===== config.mk =====
export PLATFORM = sky130hd
export DESIGN_NAME = scs_sequencer
export DESIGN_NICKNAME = d
export VERILOG_FILES = /design/src/include/scs_pkg.sv /design/src/scs_sequencer.sv
export VERILOG_INCLUDE_DIRS = /design/src /design/src/include
export SDC_FILE = /design/constraint.sdc
export NUM_CORES = 1
export LEC_CHECK = 0
export BUFFER_PORTS_ARGS = -buffer_cell sky130_fd_sc_hd__buf_2
export CAP_MARGIN = 20
export CORE_AREA = 4 4 127 220
export CTS_BUF_LIST = sky130_fd_sc_hd__clkbuf_8
export DETAILED_ROUTE_END_ITERATION = 7
export DIE_AREA = 0 0 131 224
export MAX_ROUTING_LAYER = met4
export PLACE_DENSITY_LB_ADDON = 0.3
export SLEW_MARGIN = 20
export SYNTH_ARGS = -nofsm -noshare
export SYNTH_HDL_FRONTEND = slang
export SYNTH_SLANG_ARGS = --single-unit

===== constraint.sdc =====
create_clock -name clk -period 3.9 [get_ports clk]
set_clock_uncertainty 0.05 [all_clocks]
set_input_delay 1.17 -clock clk [delete_from_list [all_inputs] [get_ports clk]]
set_output_delay 1.17 -clock clk [all_outputs]
set_load 0.02 [all_outputs]

===== src/include/scs_defs.svh =====
// sensor cleaning sequencer: register offsets, reset values, limits, timing counts
// assumes a 100 MHz clock and a 32-bit AXI4-Lite register bus
`ifndef SCS_DEFS_SVH
`define SCS_DEFS_SVH

// ****************************************************************
// register byte offsets
// ****************************************************************
`define SCS_OFF_CTRL      8'h00
`define SCS_OFF_ANALYSIS  8'h04
`define SCS_OFF_WASH      8'h08
`define SCS_OFF_RINSE     8'h0C
`define SCS_OFF_PAUSE     8'h10
`define SCS_OFF_STATUS    8'h14
`define SCS_OFF_MEAS      8'h18
`define SCS_OFF_START     8'h1C

// ****************************************************************
// control fields
// ****************************************************************
`define SCS_CTRL_ENABLE   0
`define SCS_CTRL_VARIANT  1
`define SCS_CTRL_CONTROL  2

// ****************************************************************
// status fields
// ****************************************************************
`define SCS_STAT_PHASE_LSB 0
`define SCS_STAT_PHASE_MSB 3
`define SCS_STAT_CNT_LSB   8
`define SCS_STAT_CNT_MSB   24

// ****************************************************************
// widths, limits and reset values (durations in seconds)
// ****************************************************************
`define SCS_ANA_W         17
`define SCS_PH_W          11
`define SCS_MEAS_W        16
`define SCS_ANA_MIN       17'd1
`define SCS_ANA_MAX       17'd108000
`define SCS_PH_MAX        11'd1800
`define SCS_ANA_RST       17'd84600
`define SCS_PH_RST        11'd600

// ****************************************************************
// time base
// ****************************************************************
`define SCS_CLK_HZ        100000000
`define SCS_TICK_S        1
`define SCS_TICK_CYCLES   (`SCS_CLK_HZ * `SCS_TICK_S)

`endif


===== src/include/scs_pkg.sv =====
// sensor cleaning sequencer: shared types
// assumes nothing beyond the constants header
package scs_pkg;

    typedef enum logic [3:0] {
        SCS_ANALYSIS = 4'h1,
        SCS_WASHING  = 4'h2,
        SCS_RINSING  = 4'h4,
        SCS_PAUSE    = 4'h8
    } scs_phase_type;

    typedef logic [1:0] scs_resp_type;

endpackage


===== src/scs_sequencer.sv =====
// sensor cleaning sequencer with AXI4-Lite register slave
// assumes all inputs synchronous to clk, one master, one write and one read at a time
//
// Notes on behaviour
// [RQ1] an enable bit turns cleaning on or off; it resets to off
// [RQ2] when enabled, the sequence runs and drives wash and rinse valve relays
// [RQ3] phases go analysis, washing, rinsing, pause, analysis, each its own duration
// [RQ4] analysis duration accepted from 1 s to 30 h, default 23.5 h
// [RQ5] washing duration accepted from 0 to 30 min, default 10 min
// [RQ6] rinsing duration accepted from 0 to 30 min, default 10 min
// [RQ7] pause duration accepted from 0 to 30 min, default 10 min
// [RQ8] relays closed except wash open in washing, rinse open in rinsing; banner otherwise; code raises clean_banner in washing, rinsing and pause, not analysis
// [RQ9] reported measurement holds the last valid value while cleaning is active
// [RQ10] in controller operation, manual mode is forced while cleaning is active
// [RQ11] the operator may start a cycle at once with the cleaning key
// [RQ12] automatic start when analysis duration expires after previous cycle end
// [RQ13] two selectable sequence variants, analytic unit or sequential cleaning unit; the bit only drives variant_b, same phases for both
// [RQ14] a zero-duration phase is skipped at the next second tick
// [RQ15] a start request during washing, rinsing or pause is ignored
`include "scs_defs.svh"
`timescale 1ns/1ps
`default_nettype none

module scs_sequencer
    import scs_pkg::*;
#(
    parameter int unsigned TICK_CYCLES = `SCS_TICK_CYCLES
)
(
    input  wire logic                   clk,
    input  wire logic                   srst,
    input  wire logic [7:0]             s_axi_awaddr,
    input  wire logic                   s_axi_awvalid,
    output var  logic                   s_axi_awready,
    input  wire logic [31:0]            s_axi_wdata,
    input  wire logic [3:0]             s_axi_wstrb,
    input  wire logic                   s_axi_wvalid,
    output var  logic                   s_axi_wready,
    output var  logic [1:0]             s_axi_bresp,
    output var  logic                   s_axi_bvalid,
    input  wire logic                   s_axi_bready,
    input  wire logic [7:0]             s_axi_araddr,
    input  wire logic                   s_axi_arvalid,
    output var  logic                   s_axi_arready,
    output var  logic [31:0]            s_axi_rdata,
    output var  logic [1:0]             s_axi_rresp,
    output var  logic                   s_axi_rvalid,
    input  wire logic                   s_axi_rready,
    input  wire logic                   clean_key,
    input  wire logic [`SCS_MEAS_W-1:0] meas_in,
    input  wire logic                   meas_valid,
    output var  logic [`SCS_MEAS_W-1:0] meas_out,
    output var  logic                   wash_valve_relay,
    output var  logic                   rinse_valve_relay,
    output var  logic                   clean_banner,
    output var  logic                   force_manual,
    output var  logic                   variant_b
);

    // ****************************************************************
    // functions
    // ****************************************************************
    function automatic logic [31:0] merge_bytes(input logic [31:0] old_v, input logic [31:0] new_v,
                                                input logic [3:0] strb);
        logic [31:0] r;
        r = old_v;
        for (int i = 0; i < 4; i++)
        begin
            if (strb[i])
            begin
                r[i*8 +: 8] = new_v[i*8 +: 8];
            end
        end
        return r;
    endfunction

    function automatic logic [`SCS_PH_W-1:0] clamp_ph(input logic [31:0] v);
        return (v > 32'(`SCS_PH_MAX)) ? `SCS_PH_MAX : v[`SCS_PH_W-1:0];
    endfunction

    function automatic logic mapped(input logic [7:0] a);
        return (a <= `SCS_OFF_START) && (a[1:0] == 2'b00);
    endfunction

    // ****************************************************************
    // state
    // ****************************************************************
    logic [2:0]              ctrl_q, ctrl_d;
    logic [`SCS_ANA_W-1:0]   ana_q, ana_d;
    logic [`SCS_PH_W-1:0]    wash_q, wash_d, rinse_q, rinse_d, pause_q, pause_d;
    scs_phase_type           phase_q, phase_d;
    logic [`SCS_ANA_W-1:0]   sec_q, sec_d;
    logic [31:0]             tick_q, tick_d;
    logic [`SCS_MEAS_W-1:0]  meas_q, meas_d;
    logic                    aw_have_q, aw_have_d, w_have_q, w_have_d;
    logic [7:0]              awaddr_q, awaddr_d;
    logic [31:0]             wdata_q, wdata_d;
    logic [3:0]              wstrb_q, wstrb_d;
    logic                    bvalid_q, bvalid_d, rvalid_q, rvalid_d;
    scs_resp_type            bresp_q, bresp_d, rresp_q, rresp_d;
    logic [31:0]             rdata_q, rdata_d;
    logic                    sw_start;

    // ****************************************************************
    // next-state logic
    // ****************************************************************
    always_comb
    begin
        logic [31:0]           nv;
        logic [`SCS_ANA_W-1:0] dur;
        logic                  tick;
        logic                  do_wr;
        nv        = 32'h0;
        dur       = '0;
        tick      = 1'b0;
        do_wr     = 1'b0;
        ctrl_d    = ctrl_q;
        ana_d     = ana_q;
        wash_d    = wash_q;
        rinse_d   = rinse_q;
        pause_d   = pause_q;
        phase_d   = phase_q;
        sec_d     = sec_q;
        meas_d    = meas_q;
        aw_have_d = aw_have_q;
        w_have_d  = w_have_q;
        awaddr_d  = awaddr_q;
        wdata_d   = wdata_q;
        wstrb_d   = wstrb_q;
        bvalid_d  = bvalid_q;
        bresp_d   = bresp_q;
        rvalid_d  = rvalid_q;
        rresp_d   = rresp_q;
        rdata_d   = rdata_q;
        sw_start  = 1'b0;

        // write channel: address and data taken in either order
        if (s_axi_awvalid && s_axi_awready)
        begin
            aw_have_d = 1'b1;
            awaddr_d  = s_axi_awaddr;
        end
        if (s_axi_wvalid && s_axi_wready)
        begin
            w_have_d = 1'b1;
            wdata_d  = s_axi_wdata;
            wstrb_d  = s_axi_wstrb;
        end
        do_wr = aw_have_q && w_have_q && !bvalid_q;
        if (do_wr)
        begin
            aw_have_d = 1'b0;
            w_have_d  = 1'b0;
            bvalid_d  = 1'b1;
            bresp_d   = mapped(awaddr_q) ? 2'b00 : 2'b11;
            case (awaddr_q)
                `SCS_OFF_CTRL:
                begin
                    nv     = merge_bytes({29'h0, ctrl_q}, wdata_q, wstrb_q);
                    ctrl_d = nv[2:0]; // RQ1 RQ13
                end
                `SCS_OFF_ANALYSIS:
                begin
                    nv = merge_bytes({15'h0, ana_q}, wdata_q, wstrb_q);
                    if (nv > 32'(`SCS_ANA_MAX))
                        ana_d = `SCS_ANA_MAX; // RQ4
                    else if (nv < 32'(`SCS_ANA_MIN))
                        ana_d = `SCS_ANA_MIN; // RQ4
                    else
                        ana_d = nv[`SCS_ANA_W-1:0];
                end
                `SCS_OFF_WASH:  wash_d  = clamp_ph(merge_bytes({21'h0, wash_q}, wdata_q, wstrb_q)); // RQ5
                `SCS_OFF_RINSE: rinse_d = clamp_ph(merge_bytes({21'h0, rinse_q}, wdata_q, wstrb_q)); // RQ6
                `SCS_OFF_PAUSE: pause_d = clamp_ph(merge_bytes({21'h0, pause_q}, wdata_q, wstrb_q)); // RQ7
                `SCS_OFF_START: sw_start = wstrb_q[0] && wdata_q[0];
                default: ;
            endcase
        end
        if (bvalid_q && s_axi_bready)
        begin
            bvalid_d = 1'b0;
        end

        // read channel: one-cycle answer after the address is taken
        if (s_axi_arvalid && s_axi_arready)
        begin
            rvalid_d = 1'b1;
            rresp_d  = mapped(s_axi_araddr) ? 2'b00 : 2'b11;
            case (s_axi_araddr)
                `SCS_OFF_CTRL:     rdata_d = {29'h0, ctrl_q};
                `SCS_OFF_ANALYSIS: rdata_d = {15'h0, ana_q};
                `SCS_OFF_WASH:     rdata_d = {21'h0, wash_q};
                `SCS_OFF_RINSE:    rdata_d = {21'h0, rinse_q};
                `SCS_OFF_PAUSE:    rdata_d = {21'h0, pause_q};
                `SCS_OFF_STATUS:   rdata_d = {7'h0, sec_q, 4'h0, phase_q};
                `SCS_OFF_MEAS:     rdata_d = {16'h0, meas_q};
                default:           rdata_d = 32'h0;
            endcase
        end
        else if (rvalid_q && s_axi_rready)
        begin
            rvalid_d = 1'b0;
        end

        // one-second time base
        tick   = (tick_q == TICK_CYCLES - 1);
        tick_d = tick ? 32'h0 : tick_q + 32'h1;

        // phase sequencing
        case (phase_q)
            SCS_ANALYSIS: dur = ana_q;
            SCS_WASHING:  dur = {6'h0, wash_q};
            SCS_RINSING:  dur = {6'h0, rinse_q};
            SCS_PAUSE:    dur = {6'h0, pause_q};
            default:      dur = '0;
        endcase
        if (!ctrl_q[`SCS_CTRL_ENABLE])
        begin
            phase_d = SCS_ANALYSIS; // RQ1
            sec_d   = '0;
        end
        else if (phase_q == SCS_ANALYSIS && (clean_key || sw_start))
        begin
            phase_d = SCS_WASHING; // RQ11 RQ15
            sec_d   = '0;
        end
        else if (tick)
        begin
            // clean_key outside analysis falls through here unused
            if (dur == '0 || sec_q + 1'b1 >= dur) // RQ14
            begin
                sec_d = '0;
                case (phase_q) // RQ2 RQ3 RQ12
                    SCS_ANALYSIS: phase_d = SCS_WASHING;
                    SCS_WASHING:  phase_d = SCS_RINSING;
                    SCS_RINSING:  phase_d = SCS_PAUSE;
                    SCS_PAUSE:    phase_d = SCS_ANALYSIS;
                    default:      phase_d = SCS_ANALYSIS;
                endcase
            end
            else
            begin
                sec_d = sec_q + 1'b1;
            end
        end

        // measurement freeze
        if (phase_d == SCS_ANALYSIS && meas_valid)
        begin
            meas_d = meas_in; // RQ9
        end
    end

    // ****************************************************************
    // registers
    // ****************************************************************
    always_ff @(posedge clk)
    begin
        if (srst)
        begin
            ctrl_q            <= 3'h0;
            ana_q             <= `SCS_ANA_RST;
            wash_q            <= `SCS_PH_RST;
            rinse_q           <= `SCS_PH_RST;
            pause_q           <= `SCS_PH_RST;
            phase_q           <= SCS_ANALYSIS;
            sec_q             <= '0;
            tick_q            <= 32'h0;
            meas_q            <= '0;
            aw_have_q         <= 1'b0;
            w_have_q          <= 1'b0;
            awaddr_q          <= 8'h00;
            wdata_q           <= 32'h0;
            wstrb_q           <= 4'h0;
            bvalid_q          <= 1'b0;
            bresp_q           <= 2'b00;
            rvalid_q          <= 1'b0;
            rresp_q           <= 2'b00;
            rdata_q           <= 32'h0;
            s_axi_awready     <= 1'b0;
            s_axi_wready      <= 1'b0;
            s_axi_arready     <= 1'b0;
            meas_out          <= '0;
            wash_valve_relay  <= 1'b1;
            rinse_valve_relay <= 1'b1;
            clean_banner      <= 1'b0;
            force_manual      <= 1'b0;
            variant_b         <= 1'b0;
        end
        else
        begin
            ctrl_q            <= ctrl_d;
            ana_q             <= ana_d;
            wash_q            <= wash_d;
            rinse_q           <= rinse_d;
            pause_q           <= pause_d;
            phase_q           <= phase_d;
            sec_q             <= sec_d;
            tick_q            <= tick_d;
            meas_q            <= meas_d;
            aw_have_q         <= aw_have_d;
            w_have_q          <= w_have_d;
            awaddr_q          <= awaddr_d;
            wdata_q           <= wdata_d;
            wstrb_q           <= wstrb_d;
            bvalid_q          <= bvalid_d;
            bresp_q           <= bresp_d;
            rvalid_q          <= rvalid_d;
            rresp_q           <= rresp_d;
            rdata_q           <= rdata_d;
            s_axi_awready     <= !aw_have_d;
            s_axi_wready      <= !w_have_d;
            s_axi_arready     <= !rvalid_d;
            meas_out          <= meas_d; // RQ9
            wash_valve_relay  <= (phase_d != SCS_WASHING); // RQ8
            rinse_valve_relay <= (phase_d != SCS_RINSING); // RQ8
            clean_banner      <= (phase_d != SCS_ANALYSIS); // RQ8
            force_manual      <= (phase_d != SCS_ANALYSIS) && ctrl_d[`SCS_CTRL_CONTROL]; // RQ10
            variant_b         <= ctrl_d[`SCS_CTRL_VARIANT]; // RQ13
        end
    end

    assign s_axi_bvalid = bvalid_q;
    assign s_axi_bresp  = bresp_q;
    assign s_axi_rvalid = rvalid_q;
    assign s_axi_rresp  = rresp_q;
    assign s_axi_rdata  = rdata_q;

endmodule // scs_sequencer

`default_nettype wire


# Yosys cells after proc, flatten, opt, wreduce, memory -nomap -nowiden
# Cells that the tools add are included.
# op_classes
add_sub_neg	2
multipliers	0
div_mod_pow	0
n_lt_le_gt_ge	8
n_eq_ne	20
n_shift	0
n_mux	69
bitwise	1
n_reduce_logical	32
# ops
op	n
$mux W8	43
$pmux W25 S7	1
$gt A32 B11 Y1 const B	3
$pmux W17 S4	1
$mux W17	3
$eq A8 B5 Y1 const B	5
$mux W11	3
$add A32 B1 Y32 const B	1
$eq A32 B27 Y1 const B	1
$eq A8 B4 Y1 const B	4
$gt A32 B17 Y1 const B	1
$lt A32 B1 Y1 const B	1
$add A17 B1 Y17 const B	1
$ge A17 B17 Y1	1
$logic_not A17 Y1	1
$eq A8 B3 Y1 const B	2
$le A8 B5 Y1 const B	2
$logic_not A8 Y1	2
$mux W4	4
$logic_and A1 B1 Y1	13
$pmux W4 S3	1
$mux W3	3
$eq A4 B1 Y1 const B	2
$mux W1	8
other kinds (15)	25
# totals
regBits	214
latchBits	0
ramBits	0
rom_bits	0
input_bits	77
out_inout_bits	62
elab_cells	160
memories	0

# Logic depth before layout (Yosys ltp)
# Gate-level depths: netlist of run 1.
# logic_depth
word_depth	10
ltp_mapped	18
mapped_depth_nobuf	15

# Worst setup path after synthesis of run 1
# Ideal clock, no wire load.
# synth_timing
path_type	register to register
from	register sec_q[0]
to	register meas_q[10]
setup_time_ns	0.120
arrival_ns	4.009
t_required_ns	3.730
slack_ns	-0.279
stages_incl_launch_ff	18
path_buffers	2
period_less_slack_ns	4.179
cell_sequence	dfxtp_1 -> ha_1 -> nand3_1 -> or4_1 -> nor2_1 -> and3_1 -> nand3_1 -> xnor2_1 -> ha_1 -> nand4_1 -> nor2_1 -> a2111oi_1 -> o211a_1 -> nor3b_1 -> o31a_1 -> buf_6 -> buf_6 -> mux2i_1
# synth_via
elab_chain_len	9
# synth_rtl
item	line_no	rtl
start, declared	scs_sequencer.sv:92	logic [`SCS_ANA_W-1:0] sec_q, sec_d;
start signal, assigned	scs_sequencer.sv:267	sec_q <= '0;
start signal, assigned	scs_sequencer.sv:298	sec_q <= sec_d;
$add A17 B1 Y17	scs_sequencer.sv:230	if (dur == '0 || sec_q + 1'b1 >= dur)
$ge A17 B17 Y1	scs_sequencer.sv:230	
$logic_or A1 B1 Y1	scs_sequencer.sv:230	
$mux W4	scs_sequencer.sv:230	
$mux W4	scs_sequencer.sv:227	else if (tick)
$mux W4	scs_sequencer.sv:222	else if (phase_q == SCS_ANALYSIS && (clean_key || sw_start))
$mux W4	scs_sequencer.sv:217	if (!ctrl_q[`SCS_CTRL_ENABLE])
$eq A4 B1 Y1	scs_sequencer.sv:248	if (phase_d == SCS_ANALYSIS && meas_valid)
$logic_and A1 B1 Y1	scs_sequencer.sv:248	
end signal, assigned	scs_sequencer.sv:300	meas_q <= meas_d;
end, declared	scs_sequencer.sv:94	logic [`SCS_MEAS_W-1:0] meas_q, meas_d;
# No other way between the ends.
# A chain may end at the register's enable or synchronous reset.

# Final worst setup path of run 1
# layout_timing
from	register sec_q[1]
to	register meas_q[15]
# The elaborated chain is that of the path after synthesis.

==> summary.md, run 1 <==
| Metric | Value |
|---|---|
| Die area | 0.0293 mm2 |
| Reg2reg start | sec_q[1]$_SDFFE_PP0N_ |
| Port bufs | 131 |
| Final hold violations | 0 |
| R2R Path End | meas_q[15]$_SDFFE_PP0P_ |
| # setup viols final | 0 |
| Starting density of the core | 0.397 |
| All-Layer GR Usage | 0.229 |
| P_leak | 4.77 nW |
| DR vias | 9976 |
| Total length of routed met3 wires | 1520 um |
| Final Max Slew Viols | 0 |
| Post-DP Area | 0.0115 mm2 |
| Met1 wire length | 12300 um |
| Combinational family with the most area after synthesis | simple AND/OR/NAND/NOR gates |
| Ant diodes | 0 |
| FF-to-FF setup slack | 20 ps |
| Status | completed |
| Final TNS setup | 0 ps |
| Worst Hold Path EP | wdata_q[25]$_SDFFE_PP0P_ |
| Compound-Gate Fraction of Synth Area | 0.188 |
| DRC Markers | 0 |
| Crit path largest cell delay | roughly 560 ps |
| Clock Path Buffers | 3 |
| Largest net degree at the start of global routing | 67 |
| DP Wirelength | 25100 um |
| Initial DRC Count | 759 |
| Nets | 1515 |
| Final ANT Viol Nets | 0 |
| Routability cong. | 1.02 |
| RSZ-0062 raised after global routing | yes |
| Minimum clock period | 3880 ps |
| Yosys warns | 0 |
| Vias/cell | between 5 and 6 |
| Core Rows | about 80 |
| XOR/XNOR Fraction of Synth Area | 0.0475 |
| CP required | 4340 ps |
| Top layer in use | met4 |
| Core Area | 0.0261 mm2 |
| Critical-path cell list | ha_4, nand3_2, or4_4, nor2_4, and3_4, buf_6, xor2_1, ha_1, nand4_1, nor2_2, a2111oi_4, o211a_1, nor3b_2, o31a_1, buf_12, buf_12, mux2i_1 |
| Post-layout util | 0.474 |
| CTS tree | done |
| Worst slew pin tran | 868 ps |
| Die Span X | 131 um |
| Slowest CP cell | or4_4 |
| Syn Std Cell Area | ~0.010 mm2 |
| Most used cell, CP | buf_12 |
| WL met2 | 17200 um |
| CP max FO | 8 |
| Worst VDD drop | between 200 and 300 uV |
| Area Growth Syn to Fin | 19.6% |
| Remaining global-route overflow | 0 |
| Ys async rst share | 0 |
| Worst-Skew Late Latency | 600 ps |
| Die Ht | 224 um |
| Post-Synth Adder-Cell Area | 0.0230 |
| Hold Path Stages | 2 |
| Sequential fraction of the synthesis area | 0.395 |
| Mux share of post-synthesis cell area | 0.0324 |
| Synth Area in Simple Gates | 0.270 |
| Worst r2r path cells | 17 |
| Vias in the first global route | 9957 |
| Root buffer cell | clkbuf_8 |
| Synth Instances | roughly 1.3k |
| Max_cap viols | 0 |
| Num CTS Buffers | 31 |
| WL/cell | ~19 um |
| PwrDens | 362 mW/mm2 |
| Layout cells sized above 1 | 0.194 |
| DRT Wirelength | 33500 um |
| Clk slew on worst S/H paths | 60 ps |
| Post-CTS Hold Fix Bufs | 0 |
| TritonRoute pass-1 iters | 5 |
| Worst Hold Launch | wdata_q[25]$_SDFFE_PP0P_ |
| Io pins | 139 |
| Type of the worst min-delay path | reg2reg |
| Startpoint class of the critical path | register |
| Initial antenna violation count | 0 |
| Post-synth cell types | 76 |
| First-pass GRT wire length | 52100 um |
| Number of synthesized register bits | 204 |
| Clock sink count | approximately 200 |
| EDFF count, synth | 0 |
| Mean post-synth cell area | ~8.1 um2 |
| FMAX | 0.258 GHz |
| H-tree depth | 1 |
| Hold slack final | 405 ps |
| Critical path arrival | 4320 ps |
| Setup CP Type | reg2reg |
| Final period utilization | 0.995 |
| Setup crit end kind | register |
| Power Total | about 4.5 mW |
| Slew margin rel. | 0.421 |
| Fin area | 0.0124 mm2 |
| Ys flop type | dfxtp_1 |
[final cells by class]
cell class,count,area [um2]
Inverter,20,75.1
Multi-Input combinational cell,977,5950
Fill cell,2568,13700
Tap cell,320,400
Timing Repair Buffer,185,1140
Clock inverter,19,186
Sequential cell,204,4090
Clock buffer,38,523
[layout by cell type, fill, tap and decap left out, types with 15 or more instances in the layout]
cell / synthesis / layout
dfxtp_1: 204 / 198
nand2_1: 173 / 171
nor2_1: 164 / 161
buf_2: 6 / 130
a21oi_1: 123 / 122
nand2b_1: 55 / 55
buf_4: 11 / 48
clkbuf_8: 0 / 38
xor2_1: 33 / 32
inv_1: 20 / 32
nand3_1: 35 / 31
a22oi_1: 29 / 29
nor3_1: 26 / 25
xnor2_1: 23 / 23
o21ai_0: 22 / 22
mux2i_1: 20 / 20
nand3b_1: 19 / 19
ha_1: 19 / 18
nor4_1: 17 / 16
a31oi_1: 15 / 15
[metrics by stage]
step                      std cells  setup WS (ps)
after detailed placement       1696          -22.3
final                          1763           17.8
after global routing           1763           -129
after CTS                      1755          0.679
after floorplan                1284           43.9
after global placement         1696           84.8
[routing by layer]
metal | vias up | global-route usage
li1 | 4820 | -
met1 | 4681 | 0.240
met2 | 345 | 0.402
met3 | 130 | 0.0258
met4 | 0 | 0.134
met5 | - | -
[worst max-delay path by stage]
stage / endpoint / from
4_1_cts: meas_q[2]$_SDFFE_PP0P_ / sec_q[0]$_SDFFE_PP0N_
6_report: meas_q[15]$_SDFFE_PP0P_ / sec_q[1]$_SDFFE_PP0N_
3_3_place_gp: meas_q[14]$_SDFFE_PP0P_ / sec_q[1]$_SDFFE_PP0N_
2_1_floorplan: meas_q[10]$_SDFFE_PP0P_ / sec_q[1]$_SDFFE_PP0N_
5_1_grt: meas_q[11]$_SDFFE_PP0P_ / sec_q[1]$_SDFFE_PP0N_
3_5_place_dp: meas_q[2]$_SDFFE_PP0P_ / sec_q[1]$_SDFFE_PP0N_
[flip-flops by register name (all words and copies together) (netlist names), 11 cells and up]
| register | cells |
|---|---|
| ana_q | 17 |
| rinse_q | 11 |
| wash_q | 11 |
| meas_q | 16 |
| s_axi_rdata | 25 |
| tick_q | 32 |
| sec_q | 17 |
| wdata_q | 32 |
| pause_q | 11 |
[repair_timing]
item | 4_1_cts | 5_1_grt
gates resized for setup | 5 | 20
pin swaps | 5 | 20
cloned | 0 | 1
buffers inserted | 2 | 9
endpoints found under the setup margin | 16 | 40
[Yosys cell counts (4+ instances only)]
cell type  number  area [um2]
a211oi_1        7        52.6
a21o_1          9        67.6
a21oi_1       123         616
a221o_1         6        60.1
a221oi_1        7        61.3
a222oi_1        9        90.1
a22o_1         13         114
a22oi_1        29         218
a31oi_1        15        93.8
a32oi_1         6        52.6
and2_1          9        56.3
and3_1         10        62.6
buf_1           4        15.0
buf_2           6        30.0
buf_4          11        82.6
clkbuf_1       58         218
dfxtp_1       204        4080
ha_1           19         238
inv_1          20        75.1
mux2_2          6        67.6
mux2i_1        20         200
nand2_1       173         649
nand2b_1       55         344
nand3_1        35         175
nand3b_1       19         143
nand4_1        11        68.8
nor2_1        164         616
nor2b_1         8        50.1
nor3_1         26         130
nor4_1         17         106
nor4_2          4        50.1
o21a_1          4        30.0
o21ai_0        22         110
o31ai_1         4        30.0
o32a_1          5        50.1
or2_2           5        31.3
or3_1          12        75.1
or4_1           9        67.6
xnor2_1        23         201
xor2_1         33         289
[critical path: cells and delay by family (launching register included)]
family	cells	cell delay, ps
buf+inv	3	390
simple gates	7	1280
compound gates	3	980
mux	1	120
xor+xnor	1	150
flops	1	360
fa+ha+maj	2	410
[where the power goes]
group	leakage, nW	total, mW	switching, mW	internal [mW]
clock	0.408	2.00	0.850	1.15
sequential	1.66	2.18	0.0530	2.13
combinational	2.71	0.295	0.182	0.113
[logic make-up (layout without fill, tap and decap cells)]
group                      after synthesis  count (layout)
xor gates and xnor gates                56              56
adders and majority gates               19              19
AOI/OAI and AO/OA                      291             291
and+or+nand+nor                        575             575
muxes                                   29              29
other                                    1               7
buffers and inverters                  103             262
DFF                                    204             204
No activity file was read; power rests on OpenSTA's default activity.
==> inputs of run 2 (changes only) <==
--- a/config.mk
+++ b/config.mk
@@ -7,13 +7,14 @@
 export NUM_CORES = 1
 export LEC_CHECK = 0
 export BUFFER_PORTS_ARGS = -buffer_cell sky130_fd_sc_hd__buf_2
-export CAP_MARGIN = 20
+export CAP_MARGIN = 30
 export CORE_AREA = 4 4 127 220
 export CTS_BUF_LIST = sky130_fd_sc_hd__clkbuf_8
 export DETAILED_ROUTE_END_ITERATION = 7
 export DIE_AREA = 0 0 131 224
 export MAX_ROUTING_LAYER = met4
 export PLACE_DENSITY_LB_ADDON = 0.3
+export RECOVER_POWER = 25
 export SLEW_MARGIN = 20
 export SYNTH_ARGS = -nofsm -noshare
 export SYNTH_HDL_FRONTEND = slang
==> run 2 against run 1 <==
- hold slack barely moved
- first-iteration DRC count rose by 4.0%
- non-clock buffer count did not move
- global-route usage did not move
- the flow now finishes with violations (capacitance limit, slew limit)
- critical path depth did not move
- clock power barely moved
- count of clock-buffer cells in the layout did not move
- sequential power barely moved
- combinational power barely moved
- largest cell class unchanged
- power barely moved
==> summary.md, run 2 (synthesis gave the netlist of run 1 again) <==
| Metric | Value |
|---|---|
| Status | finished, violations left |
| Violated checks | capacitance limit, slew limit |
| FMAX | 0.258 GHz |
| Critical path arrival | roughly 4300 ps |
| TritonRoute pass-1 iters | 5 |
| Die area | 0.0293 mm2 |
| Worst r2r path cells | 17 |
| Setup CP Type | reg2reg |
| FF-to-FF setup slack | 20 ps |
| Setup crit end kind | register |
| WL/cell | 19.0 um |
| DRT Wirelength | about 33000 um |
| Slew margin rel. | -0.467 |
| Ant diodes | 0 |
| H-tree depth | 1 |
| Worst-Skew Late Latency | 600 ps |
| Layout cells sized above 1 | 0.193 |
| Remaining global-route overflow | 0 |
| DRC Markers | 0 |
| DR vias | 9934 |
| Area Growth Syn to Fin | 19.4% |
| Most common cell after layout, fill and taps aside | dfxtp_1 |
| # setup viols final | 0 |
| Routability cong. | 1.02 |
| Initial DRC Count | 789 |
| R2R Path End | meas_q[15]$_SDFFE_PP0P_ |
| Largest net degree at the start of global routing | 67 |
| Final ANT Viol Nets | 0 |
| PwrDens | around 360 mW/mm2 |
| Nets | roughly 1.5k |
| Startpoint class of the critical path | register |
| Hold Path Stages | 2 |
| Clk slew on worst S/H paths | about 60 ps |
| Minimum clock period | 3880 ps |
| Clock sink count | 204 |
| CP max FO | 8 |
| Core Area | 0.0261 mm2 |
| Starting density of the core | 0.397 |
| Worst VDD drop | 297 uV |
| Worst Hold Path EP | wdata_q[25]$_SDFFE_PP0P_ |
| Worst slew pin tran | 2200 ps |
| P_leak | 4.76 nW |
| Reg2reg start | sec_q[1]$_SDFFE_PP0N_ |
| Root buffer cell | clkbuf_8 |
| All-Layer GR Usage | 0.229 |
| First-pass GRT wire length | 52100 um |
| Io pins | 139 |
| Final Max Slew Viols | a little over 50 |
| Hold slack final | between 400 and 500 ps |
| CTS tree | done |
| Final period utilization | 0.995 |
| DP Wirelength | roughly 25000 um |
| RSZ-0062 raised after global routing | yes |
| Final hold violations | 0 |
| Initial antenna violation count | 0 |
| Num CTS Buffers | 31 |
| Fillers | 2569 |
| Die Ht | 224 um |
| Dpl ws | -22.3 ps |
| CP required | 4340 ps |
| Setup ws final | 17.9 ps |
| Core Rows | 78 |
| Port bufs | ~130 |
| Vias/cell | 5.63 |
| Max_cap viols | 1 |
| Worst Hold Launch | wdata_q[25]$_SDFFE_PP0P_ |
| Die Span X | 131 um |
| Type of the worst min-delay path | reg2reg |
| Clock Path Buffers | 3 |
| Commonest cells after routing, fill and taps aside | dfxtp_1, nand2_1, nor2_1 |
| Vias in the first global route | 9957 |
run 2: layout make-up:
type | count | area, um2 | area share
repair buffers | 185 | 1120 | 0.0905
clock inverters | 19 | 186 | 0.0151
clock buffers | 38 | 523 | 0.0424
flip-flops and latches | 204 | 4090 | 0.332
inverters | 20 | 75.1 | 0.00608
multi-input cells | 977 | 5950 | 0.482
well taps | 320 | 400 | 0.0324
run 2: power breakdown:
part           internal, mW  switching [mW]  leakage, nW
clock                  1.15           0.853        0.408
sequential             2.13          0.0530         1.66
combinational         0.111           0.181         2.70
total                  3.38            1.09         4.76
run 2: layer usage:
metal / track usage / wire [um] / up-vias
met5: - / 0 / -
met4: 0.134 / 2380 / 0
met3: 0.0258 / 1490 / 128
met2: 0.402 / 17300 / 315
met1: 0.240 / 12300 / 4676
li1: - / - / 4815
run 2: critical path, cell delays in order, from the launching register on:
cell and delay, ps:
dfxtp_2 360, ha_4 140, nand3_2 70, or4_4 560, nor2_4 130, and3_4 210
buf_6 90, xor2_1 150, ha_1 270, nand4_1 180, nor2_2 70, a2111oi_4 400
o211a_1 260, nor3b_2 60, o31a_1 320, buf_12 160, buf_12 140, mux2i_1 120
run 2: worst max path at each step:
stage | from | endpoint | slack [ps] | cells past startpoint
after floorplan | sec_q[1]$_SDFFE_PP0N_ | meas_q[10]$_SDFFE_PP0P_ | 40 | 17
after global placement | sec_q[1]$_SDFFE_PP0N_ | meas_q[14]$_SDFFE_PP0P_ | 80 | 16
after detailed placement | sec_q[1]$_SDFFE_PP0N_ | meas_q[2]$_SDFFE_PP0P_ | -20 | 16
after CTS | sec_q[0]$_SDFFE_PP0N_ | meas_q[2]$_SDFFE_PP0P_ | 0.7 | 18
after global routing | sec_q[1]$_SDFFE_PP0N_ | meas_q[11]$_SDFFE_PP0P_ | -130 | 17
final | sec_q[1]$_SDFFE_PP0N_ | meas_q[15]$_SDFFE_PP0P_ | 20 | 17
run 2: repair_timing:
item / in CTS / in global routing
gates resized for setup: 5 / 20
cloned: 0 / 1
pin swaps: 5 / 20
setup buffers: 2 / 9
hold buffers: 0 / 0
endpoints found under the hold margin: 0 / 0
endpoints found under the setup margin: 16 / 40
run 2: metrics by stage:
step	std cells	util	instance area, um2	total power [mW]	setup TNS [ps]
final	1763	0.474	12300	4.47	0
after global routing	1763	0.474	12300	4.64	-1840
after CTS	1755	0.468	12200	4.52	0
after detailed placement	1696	0.439	11500	2.51	-85.9
after global placement	1696	0.439	11500	2.51	0
after floorplan	1284	-	10400	2.40	0
==> inputs of run 3 (changes only) <==
--- a/config.mk
+++ b/config.mk
@@ -6,12 +6,15 @@
 export SDC_FILE = /design/constraint.sdc
 export NUM_CORES = 1
 export LEC_CHECK = 0
+export ABC_AREA = 1
 export BUFFER_PORTS_ARGS = -buffer_cell sky130_fd_sc_hd__buf_2
 export CAP_MARGIN = 30
-export CORE_AREA = 4 4 127 220
+export CELL_PAD_IN_SITES_DETAIL_PLACEMENT = 1
+export CELL_PAD_IN_SITES_GLOBAL_PLACEMENT = 1
+export CORE_AREA = 4 4 131 226
 export CTS_BUF_LIST = sky130_fd_sc_hd__clkbuf_8
 export DETAILED_ROUTE_END_ITERATION = 7
-export DIE_AREA = 0 0 131 224
+export DIE_AREA = 0 0 135 230
 export MAX_ROUTING_LAYER = met4
 export PLACE_DENSITY_LB_ADDON = 0.3
 export RECOVER_POWER = 25
==> run 3 against run 2 <==
- the flow finishes with violations (setup timing)
- largest power group unchanged
- critical path depth up 16
- via count increased by 13%
- largest cell class unchanged
- area after synthesis increased by 3.2%
- wire length increased by 16%
- worst setup slack lost 190 ps
- design area increased by 5.8%
- register-to-register slack lost 190 ps
- count of clock-buffer cells in the layout is 5 higher
- flip-flop and latch count unchanged
==> summary.md, run 3 <==
| Metric | Value |
|---|---|
| Mean post-synth cell area | 6.94 um2 |
| Synth top area cells | dfxtp_1, nand2_1, nor2_1, inv_1, a21oi_1 |
| Root buffer cell | clkbuf_8 |
| Starting density of the core | 0.383 |
| # setup viols final | 16 |
| Worst slew pin tran | 1420 ps |
| Net Sw Power | 1.26 mW |
| Core Rows | 81 |
| Violated checks | setup timing |
| DP Wirelength | 29000 um |
| DR vias | 11.3k |
| Final ANT Viol Nets | 0 |
| Vias in the first global route | ~12k |
| Area Growth Syn to Fin | 22.4% |
| Clock Path Buffers | 3 |
| DRT Wirelength | around 40000 um |
| Comb power frac | 0.095 |
| Layout cells sized above 1 | 0.231 |
| PwrDens | 352 mW/mm2 |
| Core Area | 0.0279 mm2 |
| CP required | 4290 ps |
| Initial DRC Count | roughly 500 |
| Worst-Skew Late Latency | ~550 ps |
| Ys flop type | dfxtp_1 |
| Die Ht | 230 um |
| Synth cell count leaders | nand2_1, dfxtp_1, nor2_1 |
| Sequential fraction of the synthesis area | 0.383 |
| H-tree depth | 2 |
| Area leader, netlist | dfxtp_1 |
| Status | finished, violations left |
| Die area | about 0.031 mm2 |
| Largest net degree at the start of global routing | 74 |
| FMAX | 0.245 GHz |
| Yosys warns | 0 |
| Sw Share | 0.274 |
| RSZ-0062 raised after global routing | yes |
| Initial antenna violation count | 0 |
| Setup crit end kind | register |
| CTS tree | done |
| Crit path largest cell delay | around 370 ps |
| Port bufs | 131 |
| Final TNS setup | -2030 ps |
| Fin area | 0.0131 mm2 |
| Commonest cells after routing, fill and taps aside | nand2_1, dfxtp_1, inv_1 |
| Slew margin rel. | 0.0526 |
| Type of the worst min-delay path | reg2reg |
| Vias/cell | about 5.3 |
| Remaining global-route overflow | 0 |
| Worst VDD drop | 211 uV |
| All-Layer GR Usage | 0.249 |
| Internal power | ~3.3 mW |
| Most common cell after layout, fill and taps aside | nand2_1 |
| Final period utilization | 1.05 |
| WL/cell | 18.4 um |
| Minimum clock period | 4080 ps |
| Die Span X | 135 um |
| Num CTS Buffers | 34 |
| Clock sink count | 204 |
| Share of total power in sequential cells | 0.473 |
| Slowest CP cell | dfxtp_4 |
| P_leak | 5.87 nW |
| DRC Markers | 0 |
| Final Max Slew Viols | 0 |
| Number of synthesized register bits | 204 |
| First-pass GRT wire length | 60700 um |
| Startpoint class of the critical path | register |
| CP max FO | 8 |
| Post-DP Area | ~0.012 mm2 |
| Most frequent cell after synthesis | nand2_1 |
| Synth Instances | approximately 1.5k |
| Area share of the largest cell type after synthesis | 0.383 |
| Clk slew on worst S/H paths | 70 ps |
| Syn Std Cell Area | approximately 0.011 mm2 |
| Post-synth cell types | 52 |
| Setup ws final | -177 ps |
| Setup CP Type | reg2reg |
| Io pins | 139 |
| EDFF count, synth | 0 |
| Clk network pwr share | 0.432 |
| Routability cong. | approximately 0.96 |
| Critical path arrival | roughly 4500 ps |
| Ant diodes | 0 |
| Post-CTS Hold Fix Bufs | 0 |
| Most used cell, CP | buf_4 |
| Ys async rst share | 0 |
| TritonRoute pass-1 iters | 4 |
| Nets | approximately 1.8k |
| Final hold violations | 0 |
| Fillers | around 3.6k |
| Max_cap viols | 0 |
## run 3: cell types whose count changed after synthesis, moves of 20 or more
cell	before	now
nand2_1	173	252
nor2_1	164	199
mux2i_1	20	0
nand2b_1	55	0
a22oi_1	29	0
nand4_1	11	39
o21ai_0	22	120
inv_1	20	190
nand3_1	35	77
xnor2_1	23	2
## run 3: final cells by class
class                           instances  area, um2  share of cell area
Sequential cell                       204       4090               0.313
Timing Repair Buffer                  201       1280              0.0977
Inverter                              214        806              0.0617
Multi-Input combinational cell       1058       5730               0.439
Tap cell                              373        467              0.0357
Clock inverter                         15       97.6             0.00747
Clock buffer                           43        592              0.0453
## run 3: kinds of logic (layout without fill, tap and decap cells)
logic type / count (synthesis) / in the layout / synth area share
AO/OA/AOI/OAI: 333 / 333 / 0.177
XOR/XNOR: 19 / 19 / 0.0156
adder cells (fa/ha/maj): 19 / 19 / 0.0223
buffers and inverters: 282 / 473 / 0.107
flip-flops: 204 / 204 / 0.383
other: 1 / 7 / 0.000351
AND/OR/NAND/NOR: 680 / 680 / 0.295
## run 3: path summary, 6_finish.rpt
| path | cells past startpoint | to | startpoint | slack, ps |
|---|---|---|---|---|
| max | 33 | meas_q[6]$_SDFFE_PP0P_ | sec_q[0]$_SDFFE_PP0N_ | -180 |
| min reg2reg | 1 | tick_q[0]$_SDFF_PP0_ | tick_q[0]$_SDFF_PP0_ | 410 |
| min | 1 | tick_q[0]$_SDFF_PP0_ | tick_q[0]$_SDFF_PP0_ | 410 |
| max reg2reg | 33 | meas_q[6]$_SDFFE_PP0P_ | sec_q[0]$_SDFFE_PP0N_ | -180 |
## run 3: power by group through the flow
stage                     Sequential (mW)  Clock (mW)  Combinational [mW]
after global routing                 2.18        2.14               0.487
after global placement               2.22           0               0.413
after detailed placement             2.22           0               0.423
after CTS                            2.18        2.05               0.431
after floorplan                      2.23           0               0.251
final                                2.18        1.99               0.436
## run 3: routing by layer
metal  GRT usage  part of all wire  vias up
met5           -                 0        -
met1       0.251              0.37     5384
met4       0.143             0.066        0
met2       0.450              0.52      298
met3      0.0385             0.039      152
li1            -                 -     5427
## run 3: what timing repair did
item                                    4_1_cts  5_1_grt
setup buffers                                18       10
pin swaps                                    16       38
endpoints found under the setup margin       20       34
cloned                                        1        2
resized for setup                            25       70
## run 3: stage by stage
stage / worst slack, ps / util / total power [mW] / hold WS (ps) / instances
floorplan: 255 / - / 2.48 / 368 / 1544
global placement: -2.23 / 0.424 / 2.63 / 378 / 2019
detailed placement: -215 / 0.424 / 2.65 / 397 / 2019
CTS: -11.4 / 0.457 / 4.66 / 410 / 2096
global route: -344 / 0.469 / 4.81 / 417 / 2108
finish: -177 / 0.469 / 4.60 / 408 / 2108
## run 3: worst max-delay path: cells and delay by family (launching register included)
| family | cells | cell delay [ps] |
|---|---|---|
| adders and majority gates | 2 | 300 |
| AOI/OAI and AO/OA | 2 | 290 |
| and+or+nand+nor | 17 | 1490 |
| DFF | 1 | 370 |
| buffers and inverters | 12 | 1440 |
